### src/rtl/tfc_map.vh
// register map, field positions and reset values of the timer freeze control bank
`ifndef TFC_MAP_VH
`define TFC_MAP_VH
`define TFC_ADDR_W 32
`define TFC_DATA_W 16
`define TFC_OFS_FREEZE_SET 32'h50003300
`define TFC_OFS_FREEZE_CLEAR 32'h50003302
`define TFC_OFS_DEBUG_POLICY 32'h50003304
`define TFC_OFS_SYS_STATUS 32'h50003306
`define TFC_OFS_SYS_CONTROL 32'h50003308
`define TFC_OFS_RADIO_SAMPLE 32'h5000330a
`define TFC_BIT_WAKEUP 0
`define TFC_BIT_SWTIM 1
`define TFC_BIT_RADIO 2
`define TFC_BIT_WDOG 3
`define TFC_BIT_DMA 4
`define TFC_HOLD_W 5
`define TFC_BIT_STOP_ALL 0
`define TFC_BIT_CAL_PHASE 0
`define TFC_RST_HOLD 5'h00
`define TFC_RST_STOP_ALL 1'h1
`define TFC_RST_CAL_PHASE 1'h0
`define TFC_RST_STATUS_SPARE 1'h0
`endif

### src/rtl/tfc_sync3.v
// three-stage input synchroniser; output changes once stages two and three agree
`default_nettype none
module tfc_sync3 (
  input wire clk, // system clock
  input wire resetn, // synchronous reset, active low
  input wire din, // asynchronous level
  output reg dout // filtered level
);
  reg s1_reg;
  reg s2_reg;
  reg s3_reg;
  always @(posedge clk) begin
    if (!resetn) begin
      s1_reg <= 1'b0;
      s2_reg <= 1'b0;
      s3_reg <= 1'b0;
      dout <= 1'b0;
    end else begin
      s1_reg <= din;
      s2_reg <= s1_reg;
      s3_reg <= s2_reg;
      if (s2_reg == s3_reg) begin
        dout <= s3_reg;
      end
    end
  end
endmodule // tfc_sync3
`default_nettype wire

### src/rtl/tfc_freeze_gate.v
// combines hold flags with debug-halt policy into per-target freeze requests
`default_nettype none
`include "tfc_map.vh"
module tfc_freeze_gate (
  input wire clk, // system clock
  input wire resetn, // synchronous reset, active low
  input wire [`TFC_HOLD_W-1:0] hold, // software hold flags
  input wire stop_all, // debug halt freezes every timer
  input wire halted, // core halted in debug, synchronised
  input wire wdog_nmi_sel, // watchdog interrupt-or-reset select, synchronised
  output reg [`TFC_HOLD_W-1:0] freeze // freeze requests to targets
);
  reg [`TFC_HOLD_W-1:0] freeze_next;
  always @* begin
    freeze_next = hold;
    if (halted && stop_all) begin
      freeze_next = {`TFC_HOLD_W{1'b1}};
    end
    // with stop_all clear a halted core leaves non-watchdog targets on their flags
    if (halted) begin
      freeze_next[`TFC_BIT_WDOG] = 1'b1;
    end else if (wdog_nmi_sel) begin
      // software hold is ignored while the watchdog selects reset/nmi
      freeze_next[`TFC_BIT_WDOG] = 1'b0;
    end
  end
  always @(posedge clk) begin
    if (!resetn) begin
      freeze <= `TFC_RST_HOLD;
    end else begin
      freeze <= freeze_next;
    end
  end
endmodule // tfc_freeze_gate
`default_nettype wire

### src/rtl/tfc_top.v
// timer freeze control register bank: freeze flags, debug policy, status
//
// The implementer's own choice: strobed register access.
`default_nettype none
`include "tfc_map.vh"
module tfc_top #(
  parameter ADDR_W = `TFC_ADDR_W,
  parameter DATA_W = `TFC_DATA_W
) (
  input wire clk, // system clock, 20 MHz
  input wire resetn, // synchronous reset, active low
  input wire [ADDR_W-1:0] addr, // register byte address
  input wire [DATA_W-1:0] wdata, // write data
  input wire wr, // write strobe
  input wire rd, // read strobe
  output reg [DATA_W-1:0] rdata, // read data, valid the cycle after rd
  input wire core_halted, // core in debug halt, async level
  input wire wdog_nmi_sel, // watchdog interrupt-or-reset select, async level
  input wire cal_phase_in, // calibration phase indication, async level
  output reg dma_freeze, // freeze request to dma
  output reg wdog_freeze, // freeze request to watchdog
  output reg radio_clk_freeze, // stop request to radio master clock
  output reg swtim_freeze, // freeze request to software timer
  output reg wkup_freeze // freeze request to wake-up timer
);
  reg [`TFC_HOLD_W-1:0] hold_reg;
  reg [`TFC_HOLD_W-1:0] hold_next;
  reg debug_halt_stop_all_reg;
  reg [DATA_W-1:0] rdata_next;
  wire halted_s;
  wire nmi_sel_s;
  wire cal_phase_s;
  wire [`TFC_HOLD_W-1:0] freeze_w;
  wire hit_set;
  wire hit_clr;
  wire hit_dbg;
  wire hit_sts;
  wire dma_hold_bit;
  wire watchdog_hold_bit;
  wire radio_clock_hold_bit;
  wire software_timer_hold_bit;
  wire wakeup_timer_hold_bit;

  // exact compare: addresses outside the bank read zero and writes are dropped
  function addr_hit;
    input [ADDR_W-1:0] a;
    input [ADDR_W-1:0] ofs;
    begin
      addr_hit = (a == ofs);
    end
  endfunction

  function [DATA_W-1:0] zext_hold;
    input [`TFC_HOLD_W-1:0] v;
    begin
      zext_hold = {{(DATA_W-`TFC_HOLD_W){1'b0}}, v};
    end
  endfunction

  assign hit_set = addr_hit(addr, `TFC_OFS_FREEZE_SET);
  assign hit_clr = addr_hit(addr, `TFC_OFS_FREEZE_CLEAR);
  assign hit_dbg = addr_hit(addr, `TFC_OFS_DEBUG_POLICY);
  assign hit_sts = addr_hit(addr, `TFC_OFS_SYS_STATUS);

  tfc_sync3 u_sync_halt (
    .clk(clk),
    .resetn(resetn),
    .din(core_halted),
    .dout(halted_s)
  );

  tfc_sync3 u_sync_nmi (
    .clk(clk),
    .resetn(resetn),
    .din(wdog_nmi_sel),
    .dout(nmi_sel_s)
  );

  // calibration phase is a live status; it only changes in boot flow
  tfc_sync3 u_sync_cal (
    .clk(clk),
    .resetn(resetn),
    .din(cal_phase_in),
    .dout(cal_phase_s)
  );

  assign dma_hold_bit = wdata[`TFC_BIT_DMA];
  assign watchdog_hold_bit = wdata[`TFC_BIT_WDOG];
  assign radio_clock_hold_bit = wdata[`TFC_BIT_RADIO];
  assign software_timer_hold_bit = wdata[`TFC_BIT_SWTIM];
  assign wakeup_timer_hold_bit = wdata[`TFC_BIT_WAKEUP];

  // set-only and clear-only writes; zeros leave the flags alone
  always @* begin
    hold_next = hold_reg;
    if (wr && hit_set) begin
      hold_next[`TFC_BIT_DMA] = hold_reg[`TFC_BIT_DMA] | dma_hold_bit;
      hold_next[`TFC_BIT_WDOG] = hold_reg[`TFC_BIT_WDOG] | watchdog_hold_bit;
      hold_next[`TFC_BIT_RADIO] = hold_reg[`TFC_BIT_RADIO] | radio_clock_hold_bit;
      hold_next[`TFC_BIT_SWTIM] = hold_reg[`TFC_BIT_SWTIM] | software_timer_hold_bit;
      hold_next[`TFC_BIT_WAKEUP] = hold_reg[`TFC_BIT_WAKEUP] | wakeup_timer_hold_bit;
    end else if (wr && hit_clr) begin
      hold_next = hold_reg & ~wdata[`TFC_HOLD_W-1:0];
    end
  end

  always @(posedge clk) begin
    if (!resetn) begin
      hold_reg <= `TFC_RST_HOLD;
      debug_halt_stop_all_reg <= `TFC_RST_STOP_ALL;
    end else begin
      hold_reg <= hold_next;
      if (wr && hit_dbg) begin
        debug_halt_stop_all_reg <= wdata[`TFC_BIT_STOP_ALL];
      end
    end
  end

  tfc_freeze_gate u_gate (
    .clk(clk),
    .resetn(resetn),
    .hold(hold_reg),
    .stop_all(debug_halt_stop_all_reg),
    .halted(halted_s),
    .wdog_nmi_sel(nmi_sel_s),
    .freeze(freeze_w)
  );

  // set/clear registers read back the live hold flags so software can see them
  always @* begin
    rdata_next = {DATA_W{1'b0}};
    if (rd) begin
      if (hit_set || hit_clr) begin
        rdata_next = zext_hold(hold_reg);
      end else if (hit_dbg) begin
        rdata_next[`TFC_BIT_STOP_ALL] = debug_halt_stop_all_reg;
      end else if (hit_sts) begin
        // status bit 1 is reserved: it keeps no storage, so it reads zero and writes are dropped
        rdata_next[`TFC_BIT_CAL_PHASE] = cal_phase_s;
      end
    end
  end

  always @(posedge clk) begin
    if (!resetn) begin
      rdata <= {DATA_W{1'b0}};
      dma_freeze <= 1'b0;
      wdog_freeze <= 1'b0;
      radio_clk_freeze <= 1'b0;
      swtim_freeze <= 1'b0;
      wkup_freeze <= 1'b0;
    end else begin
      rdata <= rdata_next;
      dma_freeze <= freeze_w[`TFC_BIT_DMA];
      wdog_freeze <= freeze_w[`TFC_BIT_WDOG];
      radio_clk_freeze <= freeze_w[`TFC_BIT_RADIO];
      swtim_freeze <= freeze_w[`TFC_BIT_SWTIM];
      wkup_freeze <= freeze_w[`TFC_BIT_WAKEUP];
    end
  end
endmodule // tfc_top
`default_nettype wire

### config.mk
export PLATFORM = sky130hd
export DESIGN_NAME = tfc_top
export DESIGN_NICKNAME = d
export VERILOG_FILES = /design/src/rtl/tfc_sync3.v /design/src/rtl/tfc_freeze_gate.v /design/src/rtl/tfc_top.v
export VERILOG_INCLUDE_DIRS = /design/src /design/src/rtl
export SDC_FILE = /design/constraint.sdc
export NUM_CORES = 1
export LEC_CHECK = 0
export ABC_AREA = 0
export BUFFER_PORTS_ARGS = -buffer_cell sky130_fd_sc_hd__buf_4
export CORE_MARGIN = 2
export CORE_UTILIZATION = 46
export CTS_CLUSTER_SIZE = 16
export DETAILED_ROUTE_END_ITERATION = 7
export PLACE_DENSITY_LB_ADDON = 0.05
export SLEW_MARGIN = 20
export SYNTH_ARGS = -nofsm -noshare
export SYNTH_HDL_FRONTEND = slang
export SYNTH_SLANG_ARGS = --single-unit
### constraint.sdc
create_clock -name clk -period 2.08 [get_ports clk]
set_input_delay 0.104 -clock clk [delete_from_list [all_inputs] [get_ports clk]]
set_output_delay 0.104 -clock clk [all_outputs]
set_load 0.005 [all_outputs]
After elaboration in Yosys (flattened, before gate mapping)
Index checks and enable logic that the tools add are counted.
- eq/ne operators: 7
- muxes and demuxes: 8
- bitwise logic cells: 7
- reductions and logical operators: 8
- operators with widths (kind ; count):
    32-bit by 31-bit equality test with 1-bit output (second input constant) ; 4
    5-bit two-way mux ; 3
    5-bit AND ; 1
    1-bit two-way mux ; 5
    5-bit NOT ; 1
    1-bit OR ; 5
    1-bit logical AND ; 4
    1-bit equality test ; 3
    3-bit AND reduction ; 1
    2-bit AND reduction ; 1
    2-bit nonzero test ; 1
    1-bit logical OR ; 1
- flip-flop bits (word level): 44
- word-level logic and storage cells: 52

Depth between registers and ports, before layout
Gate-level depths: netlist of run 1.
- depth after elaboration: 4
- gate-level depth with buffers: 4
- depth with buffers taken out: 4

Modules after synthesis
From an unflattened synthesis of run 1, not the netlist that was laid out.
- cells, all modules: 123
- area total of the unflattened synthesis: 1300.0 µm²
- by module, submodules not included (module ; instances ; cells each ; area an instance (µm²)):
    tfc_top ; 1 ; 81 ; 798.3
    tfc_sync3 ; 3 ; 10 ; 116.4
    tfc_freeze_gate ; 1 ; 12 ; 152.6

Worst setup path before layout of run 1
OpenSTA, ideal clock, no wires.
- path type: input to register
- start: in addr[3]
- end: reg debug_halt_stop_all_reg
- library setup time: 79 ps
- data arrival time: 1263 ps
- data required time: 2001 ps
- path slack: 738 ps
- stages on the path: 4
- cell sequence: nor4_1 > nand4_2 > or4_1 > o211ai_1
- longest elaborated chain between the ends: 2
- RTL lines (element ; RTL line ; source):
    start: declaration ; tfc_top.v:12 ; input wire [ADDR_W-1:0] addr,
    32-bit by 31-bit equality test with 1-bit output ; tfc_top.v:49 ; addr_hit = (a == ofs);
    1-bit logical AND ; tfc_top.v:113 ; if (wr && hit_dbg) begin
    end signal: assignment ; tfc_top.v:110 ; debug_halt_stop_all_reg <= `TFC_RST_STOP_ALL;
    end signal: assignment ; tfc_top.v:114 ; debug_halt_stop_all_reg <= wdata[`TFC_BIT_STOP_ALL];
    end: declaration ; tfc_top.v:28 ; reg debug_halt_stop_all_reg;
Every way passes these cells.
A chain may end at the register's enable or synchronous reset.

Worst setup path in the final report of run 1
Ends and elaborated chain as after synthesis.

==> results.txt, run 1 <==
Outcome -> complete, no violations
Average cell area after synthesis -> 10.4 um2
Clock transition at path regs -> 0.09 ns
Post-cts gate resize count -> 0
Hold Crit Class -> in -> reg
Vias/cell -> 4.61
GRT Total Usage -> 15.6%
Top area cells in the synthesized netlist -> dfxtp_1 51%, and2_1 9.2%, buf_4 6.4%, mux2i_1 4.6%, nor4_1 3.9%
Tot Pwr -> 1.12 mW
Critical-path top delay cell -> or4_1
Clock root cell -> clkbuf_4
Crit Path Class -> in -> reg
CP Max Fanout -> 9
Yosys warns -> 0
CP Data Arrival Time -> 1.56 ns
CORE AREA -> 0.00271 mm2
Max stage delay on crit path -> 0.54 ns
Worst Path Buf+Inv -> 1
Hpwl dp -> 1.87 mm
Leak -> 0.793 nW
Final period util -> 63.3%
Clock buffer depth -> 2
Num CTS Buffers -> 5
GRT Residual Overflow -> 0
Finished Core Util -> 65.2%
Distinct cells, synth -> 22
Number of global-route vias before repair -> 952
Final setup fails -> 0
Die Area -> 0.00325 mm2
Clock Latency Late Sink -> 0.32 ns
I/O Buffers -> 53
Slew margin rel. -> 65.2%
H-tree Lvls -> 2
WL/cell -> 11.3 um
Category of the worst setup path capture point -> register
Routed vias -> 992
Fmax -> 760 MHz
TritonCTS Sinks -> 33
Antenna violations before repair -> 0
Leading area contributor after synthesis -> dfxtp_1
Antenna cells -> 0
Leading cell type in the layout, fill and taps excluded -> buf_4
Die W -> 57.0 um
Synthesized cell area -> 0.00129 mm2
Fin. Hold Viols -> 0
Top-area cell type share of the netlist area -> 51.1%
Final setup TNS -> 0 ns
TritonCTS clock tree -> built
Register bit total from synthesis -> 33
Max cap viols -> 0
Initial core utilization -> 47.7%
Crit-path cells -> buf_4, nor4_1, nand4_2, or4_1, o211ai_1
DRC Markers -> 0
Largest net degree at the start of global routing -> 31
RSZ-0062 raised after global routing -> false
Rows -> 19
Worst VDD drop -> 0.000755 V
Pwr dens -> 634 mW/mm2
Max Clock Skew -> 0.00726 ns
Cell family with most CP delay -> simple AND/OR/NAND/NOR gates
Startpoint Class -> input port
Final Max Tran Viols -> 0
WP data required -> 2.32 ns
First-pass GRT wire length -> 3.92 mm
Pre-Repair DR Iteration Count -> 4
Critical path launch point -> addr[3]
Total Nets Final -> 238
I/O pin count -> 76
Commonest cells after routing, fill and taps aside -> 53 x buf_4, 33 x dfxtp_1, 19 x and2_1
Die H -> 57.0 um
Total wire length -> 2.43 mm
GPL Wtd Cong -> 0.759
Hold Startpoint -> rd
Crit path time final -> 1.32 ns
Worst-margin pin slew -> 0.517 ns
Seq/Total Area, Yosys -> 51.1%
Post-synthesis cell count -> 124
Layout cells sized above 1 -> 37.5%
Remaining antenna violation count -> 0
P&R area growth vs syn -> 36.8%
Initial DRC count -> 20
Reg2reg start -> u_sync_cal.dout
## stage by stage
stage / std cells / area [um2] / hold WS (ns) / setup slack [ns]
global placement: 204 / 1670 / 0.314 / 0.456
CTS: 215 / 1770 / 0.0298 / 0.745
floorplan: 134 / 1330 / 0.231 / 0.738
finish: 215 / 1770 / 0.0486 / 0.764
detailed placement: 204 / 1670 / 0.316 / 0.402
global route: 215 / 1770 / 0.0556 / 0.681
## cells in the mapped netlist
cell and count:
nand4_2 2, clkbuf_1 3, nor4_1 8, or4_1 1, a21boi_0 3, buf_4 11
nor4b_2 2, nor4b_4 1, conb_1 1, nor4_2 2, inv_1 5, dfxtp_1 33
o21a_1 5, o211ai_1 1, and2_1 19, nor2b_1 2, nand2_1 11, o41ai_1 1
and4bb_2 1, o21ai_0 4, nand2b_1 2, mux2i_1 6
## worst register-to-register path: stages, from the launching register on
cell and delay [ns]:
dfxtp_1 0.37, mux2i_1 0.08, nand2_1 0.06, o21ai_0 0.08
nor4_1 0.16
## repair_timing
item,in CTS,in global routing
hold buffers,3,0
setup buffers,0,0
endpoints found under the hold margin,3,0
## cells by family (layout without fill, tap and decap cells)
group	count (synthesis)	count (layout)	synth area share (%)
and+or+nand+nor	51	51	27.8
DFF	33	33	51.1
buffers and inverters	19	69	8.71
AOI/OAI and AO/OA	14	14	7.45
muxes	6	6	4.65
other	1	11	0.290
## routing by layer
metal  up-vias  wire (um)  track usage [%]
met1       437       1020             18.5
li1        524          -                -
met5         -          0                0
met4         0         13             4.98
met3         2        147             6.35
met2        29       1260             25.9
## power by group
part	internal, mW	switching, mW	leakage (nW)
clock	0.165	0.207	0.0382
sequential	0.639	0.00250	0.267
combinational	0.0684	0.0386	0.487
## path summary, 6_finish.rpt
| check | slack (ns) | endpoint | cells past startpoint |
|---|---|---|---|
| hold reg to reg | 0.44 | wdog_freeze | 1 |
| hold / removal | 0.05 | rdata[0] | 3 |
| setup / recovery | 0.76 | debug_halt_stop_all_reg | 5 |
| setup reg to reg | 1.24 | rdata[0] | 4 |
## final cells by class
type / count / area (um2)
well taps: 31 / 38.8
clock buffers: 6 / 51.3
multi-input cells: 82 / 557
fillers: 229 / 942
inverters: 5 / 18.8
clock inverters: 2 / 13.8
flip-flops and latches: 33 / 661
repair buffers: 56 / 428
(Power assumes the default switching activity.)
==> inputs of run 2 (changes only) <==
ABC_AREA = 1   (was 0)
CORE_UTILIZATION = 39   (was 46)
clock period = 1.2 ns   (was 2.08 ns; I/O delays follow)
==> results.txt, run 2 <==
Outcome -> complete, no violations
FF-to-FF End -> rdata[0]
Synthesized cell area -> 0.00137 mm2 (+6.1%)
Cell family with most CP delay -> flip-flops
Largest net degree at the start of global routing -> 26 (-16%)
Category of the worst setup path capture point -> register
Crit Path Class -> reg -> reg
Distinct cells, synth -> 20 (-9.1%)
Antenna violations before repair -> 0 (unchanged)
Number of global-route vias before repair -> 1164 (+22%)
Pre-Repair DR Iteration Count -> 4 (unchanged)
Leak -> 0.999 nW (+26%)
Critical path launch point -> debug_halt_stop_all_reg
Clock group share of total power -> 31.0% (-2.2 points)
First-pass GRT wire length -> 4.73 mm (+21%)
Sw frac -> 21.1% (-1.0 points)
Critical-path top delay cell -> dfxtp_1
End of the critical path -> rdata[0]
Max cap viols -> 0 (unchanged)
Final setup fails -> 0 (unchanged)
I/O Buffers -> 53 (unchanged)
Layout cells sized above 1 -> 29.5% (-8.0 points)
Max stage delay on crit path -> 0.36 ns (-0.18 ns)
Wire length on met1 -> 1.12 mm (+9.9%)
Yosys warns -> 0 (unchanged)
Reg power frac -> 58.2% (+0.9 points)
Initial DRC count -> 34 (+70%)
Total Nets Final -> 299 (+26%)
Antenna cells -> 0 (unchanged)
Num CTS Buffers -> 5 (unchanged)
CORE AREA -> 0.00336 mm2 (+24%)
Logic pwr share -> 10.7% (+1.1 points)
Async SR Flop Fraction -> 0% (unchanged)
Crit-path cells -> inv_1, o21ai_0, nand2_1, nor2_1, nand3_1, o21ai_2
RSZ-0062 raised after global routing -> false
Top sig layer -> met4
Die W -> 63.3 um (+11%)
Post-route cell area -> 0.00189 mm2 (+7.0%)
WL/cell -> 9.54 um (-16%)
Worst Path Buf+Inv -> 1 (unchanged)
Die Area -> 0.00401 mm2 (+23%)
WP data required -> 1.46 ns (-0.86 ns)
Met2 WL -> 1.40 mm (+12%)
Clock transition at path regs -> 0.09 ns (about the same)
Average cell area after synthesis -> 7.58 um2 (-27%)
Startpoint Class -> register
DRC Markers -> 0 (unchanged)
Total wire length -> 2.77 mm (+14%)
Hold_buf cts -> 7 (+4)
Crit path time final -> 0.929 ns
Leading cell type in the layout, fill and taps excluded -> buf_4
Rows -> 21 (+2)
Final setup TNS -> 0 ns (unchanged)
Initial core utilization -> 40.8% (-6.9 points)
Number of post-CTS setup repair buffers -> 0 (unchanged)
Top FF cell, synth -> dfxtp_1
Filler cell count -> 339 (+48%)
Reg2reg start -> debug_halt_stop_all_reg
Post-cts gate resize count -> 0 (unchanged)
Register bit total from synthesis -> 33 (unchanged)
Post-synthesis cell count -> 181 (+46%)
Reg2reg path depth -> 6 (+2)
TritonCTS Sinks -> 33 (unchanged)
Most frequent cell after synthesis -> nand2_1
I/O pin count -> 76 (unchanged)
Final Max Tran Viols -> 0 (unchanged)
Fmax -> 1080 MHz
Fin Hold WS -> 0.0463 ns (-0.00234 ns)
Die H -> 63.3 um (+11%)
Top area cells in the synthesized netlist -> dfxtp_1 48%, nand2_1 9.6%, nor2_1 8.8%, inv_1 7.4%, buf_4 6.6%
GRT Residual Overflow -> 0 (unchanged)
Worst VDD drop -> 0.000634 V (-16%)
Vias/cell -> 4.23 (-8.2%)
Crit path depth -> 6 (+1)
GPL Wtd Cong -> 0.780 (+2.7%)
Hold Crit Class -> in -> reg
GRT Total Usage -> 15.2% (-0.42 points)
Max Clock Skew -> 0.00451 ns (-0.00275 ns)
P&R area growth vs syn -> 38.0%
Most common library cells after synthesis -> 35 x nand2_1, 33 x dfxtp_1, 32 x nor2_1, 27 x inv_1
Clock root cell -> clkbuf_4
CP Max Fanout -> 3 (-6)
Seq/Total Area, Yosys -> 48.2% (-2.9 points)
Hpwl dp -> 2.15 mm (+15%)
Commonest cells after routing, fill and taps aside -> 53 x buf_4, 35 x nand2_1, 33 x dfxtp_1
Hold Startpoint -> wdata[1]
R2R setup slack -> 0.27 ns (-0.97 ns)
Routed vias -> 1228 (+24%)
P_int -> 1.51 mW (+73%)
H-tree Lvls -> 2 (unchanged)
Pwr dens -> 1010 mW/mm2 (+59%)
Fin. Hold Viols -> 0 (unchanged)
NetSw -> 0.403 mW (+62%)
Clock buffer depth -> 2 (unchanged)
Remaining antenna violation count -> 0 (unchanged)
Met3 Routed Length -> 219 um (+49%)
Final period util -> 77.4%
Clock Latency Late Sink -> 0.32 ns (about the same)
Leading area contributor after synthesis -> dfxtp_1
TritonCTS clock tree -> built
Placed Area -> 0.00177 mm2 (+5.6%)
Post-synth EDFFs -> 0 (unchanged)
CP Data Arrival Time -> 1.19 ns (-0.37 ns)
Top-area cell type share of the netlist area -> 48.2% (-2.9 points)
-- run 2: cell types whose count changed after synthesis, sizes merged, moves of 5 or more --
cell,delta
nand3,+5
nor4,-10
nand2,+27
nor2,+38
o21a,-5
a21oi,+12
and2,-19
mux2i,-6
inv,+24
-- run 2: metrics by stage --
stage               utilization, %  std cells  setup slack [ns]  power, mW
global placement              52.5        276             0.132       1.32
floorplan                        -        191             0.332       1.23
detailed placement            52.5        276             0.108       1.32
global route                  56.3        290             0.168       2.02
finish                        56.3        290             0.271       1.91
CTS                           56.3        290             0.263       1.94
-- run 2: how the worst min path moves through the flow --
stage	end	slack, ns	cells past startpoint
2_1_floorplan	u_sync_cal.s1_reg	0.16	2
5_1_grt	register	0.05	3
6_report	register	0.05	3
3_5_place_dp	u_sync_halt.s1_reg	0.25	3
4_1_cts	register	0.04	3
3_3_place_gp	u_sync_halt.s1_reg	0.24	3
-- run 2: cell type report --
class	count	area, um2	area share, %
clock buffers	7	55.1	2.91
inverters	29	109	5.75
multi-input cells	115	542	28.6
flip-flops and latches	33	661	34.9
well taps	46	57.6	3.04
repair buffers	60	468	24.7
-- run 2: worst min-delay path, stage by stage --
cell     delay [ns]
buf_4          0.10
a21oi_1        0.06
nor2_1         0.11
-- run 2: cell families (layout without fill, tap and decap cells) --
| kind of cell | count (synthesis) | after routing | synth area share, % |
|---|---|---|---|
| and+or+nand+nor | 87 | 87 | 30.0 |
| buffers and inverters | 43 | 96 | 15.1 |
| DFF | 33 | 33 | 48.2 |
| AOI/OAI and AO/OA | 17 | 17 | 6.48 |
| other | 1 | 11 | 0.273 |
-- run 2: metal layers --
metal	global-route usage, %	vias up
li1	-	653
met5	0	-
met2	27.7	40
met4	4.08	0
met3	6.61	4
met1	15.9	531
-- run 2: power by group through the flow --
stage | logic, mW | clock network [mW] | registers [mW]
final | 0.205 | 0.593 | 1.11
after global routing | 0.228 | 0.680 | 1.11
after CTS | 0.205 | 0.623 | 1.11
after detailed placement | 0.186 | 0 | 1.14
after global placement | 0.179 | 0 | 1.14
after floorplan | 0.0907 | 0 | 1.14
==> inputs of run 3 (changes only) <==
CORE_UTILIZATION = 43   (was 39)
clock period = 0.9 ns   (was 1.2 ns; I/O delays follow)
==> results.txt, run 3 (same netlist as run 2, synthesis figures left out) <==
Outcome -> complete, no violations
Fin. Hold Viols -> 0 (unchanged)
Category of the worst setup path capture point -> register
Number of post-CTS setup repair buffers -> 0 (unchanged)
Hold Path Depth -> 4 (+1)
Worst VDD drop -> 0.00107 V (+69%)
Final setup fails -> 0 (unchanged)
GRT Residual Overflow -> 0 (unchanged)
Reg2reg path depth -> 6 (unchanged)
Placed insts -> 280 (+1.4%)
Register area -> 663 um2 (+0.38%)
Crit Path Class -> reg -> reg
Fmax -> 1200 MHz (+11%)
I/O Buffers -> 53 (unchanged)
Reg power frac -> 55.3% (-2.9 points)
Crit path time final -> 0.835 ns (-0.0939 ns)
Total wire length -> 2.69 mm (-3.0%)
Die Area -> 0.00366 mm2 (-8.7%)
Clock buffer depth -> 2 (unchanged)
Die H -> 60.5 um (-4.5%)
Clock root cell -> clkbuf_4
Pwr dens -> 1360 mW/mm2 (+35%)
WP data required -> 1.17 ns (-0.29 ns)
Vias/cell -> 4.20 (-0.83%)
Reg2reg start -> debug_halt_stop_all_reg
Fin Hold WS -> 0.0674 ns (+0.0212 ns)
Num CTS Buffers -> 5 (unchanged)
Final Max Tran Viols -> 0 (unchanged)
Filler cell count -> 302 (-11%)
WL/cell -> 9.07 um (-4.9%)
Max Clock Skew -> 0.00592 ns (+0.00141 ns)
Number of global-route vias before repair -> 1071 (-8.0%)
Sw frac -> 21.5% (+0.36 points)
Die W -> 60.5 um (-4.5%)
Clock group share of total power -> 33.9% (+2.9 points)
Remaining antenna violation count -> 0 (unchanged)
CP Data Arrival Time -> 1.10 ns (-0.09 ns)
Max cap viols -> 0 (unchanged)
RSZ-0062 raised after global routing -> true
NetSw -> 0.576 mW (+43%)
TritonCTS clock tree -> built
Initial DRC count -> 22 (-35%)
Hpwl dp -> 2.09 mm (-2.8%)
Logic pwr share -> 10.8% (about the same)
Hold Startpoint -> addr[1]
Final period util -> 92.8% (+15 points)
I/O pin count -> 76 (unchanged)
GPL Wtd Cong -> 0.830 (+6.4%)
Antenna cells -> 0 (unchanged)
Layout cells sized above 1 -> 33.3% (+3.8 points)
GRT Total Usage -> 16.0% (+0.78 points)
P&R area growth vs syn -> 43.3%
Routed vias -> 1243 (+1.2%)
Leading cell type in the layout, fill and taps excluded -> buf_4
Commonest cells after routing, fill and taps aside -> 59 x buf_4, 35 x nand2_1, 32 x nor2_1
Largest net degree at the start of global routing -> 14 (-46%)
CORE AREA -> 0.00305 mm2 (-9.2%)
DRC Markers -> 0 (unchanged)
Leak -> 1.04 nW (+4.3%)
Rows -> 20 (-4.8%)
Multi-input gate area -> 546 um2 (+0.69%)
Clock transition at path regs -> 0.10 ns (about the same)
Initial core utilization -> 44.9% (+4.1 points)
H-tree Lvls -> 2 (unchanged)
Antenna violations before repair -> 0 (unchanged)
Finished Layout Cells -> 296 (+2.1%)
Total Nets Final -> 306 (+2.3%)
Startpoint Class -> register
Clock Latency Late Sink -> 0.32 ns (about the same)
P_int -> 2.11 mW (+40%)
First-pass GRT wire length -> 4.35 mm (-7.9%)
R2R setup slack -> 0.07 ns (-0.21 ns)
Pre-Repair DR Iteration Count -> 4 (unchanged)
TritonCTS Sinks -> 33 (unchanged)
CP Max Fanout -> 2 (-1)
FF-to-FF End -> rdata[0]
Hold Crit Class -> in -> reg
==> run 3: timing repair <==
action | CTS | global route
endpoints found under the hold margin | 9 | 0
hold buffers | 8 | 0
setup endpoints to repair | 0 | 1
gates resized for setup | 0 | 5
==> run 3: worst max-delay path by stage <==
| stage | slack (ns) | start | end |
|---|---|---|---|
| final | 0.07 | debug_halt_stop_all_reg | rdata[0] |
| after global routing | -0.04 | debug_halt_stop_all_reg | rdata[0] |
| after floorplan | 0.05 | addr[15] | register |
| after global placement | -0.13 | addr[15] | register |
| after detailed placement | -0.17 | addr[11] | register |
| after CTS | 0.0004 | debug_halt_stop_all_reg | rdata[0] |
==> run 3: routing by layer <==
layer	global-route usage [%]	up-vias	routed length, um
li1	-	665	-
met1	18.1	535	1170
met2	28.4	38	1320
met3	5.76	5	174
met4	4.66	0	24
met5	0	-	0
==> run 3: power by group through the flow <==
stage	logic (mW)	registers, mW	clock network [mW]
2_1_floorplan	0.121	1.52	0
6_report	0.289	1.48	0.910
4_1_cts	0.288	1.48	0.940
5_1_grt	0.320	1.49	1.02
3_3_place_gp	0.253	1.52	0
3_5_place_dp	0.260	1.52	0
==> run 3: area by class of cell <==
cell class / count / area share [%]
Sequential cell: 33 / 33.7
Multi-Input combinational cell: 115 / 27.8
Timing Repair Buffer: 67 / 26.6
Inverter: 29 / 5.54
Clock buffer: 7 / 3.31
Tap cell: 44 / 2.80
Clock inverter: 1 / 0.255
==> run 3: per-stage QoR <==
step,worst slack [ns],power [mW],utilization (%),cell area [um2],setup TNS [ns]
finish,0.0651,2.68,64.4,1970,0
global placement,-0.135,1.77,59.3,1810,-1.24
CTS,0.000425,2.71,64.2,1960,0
floorplan,0.0472,1.64,-,1410,0
detailed placement,-0.167,1.78,59.3,1810,-1.61
global route,-0.0392,2.83,64.4,1970,-0.0392
==> run 3: worst max-delay path: stages, from the launching register on <==
cell     delay, ns
dfxtp_2       0.34
inv_2         0.03
o21ai_2       0.09
nand2_1       0.05
nor2_1        0.09
nand3_1       0.11
o21ai_2       0.06
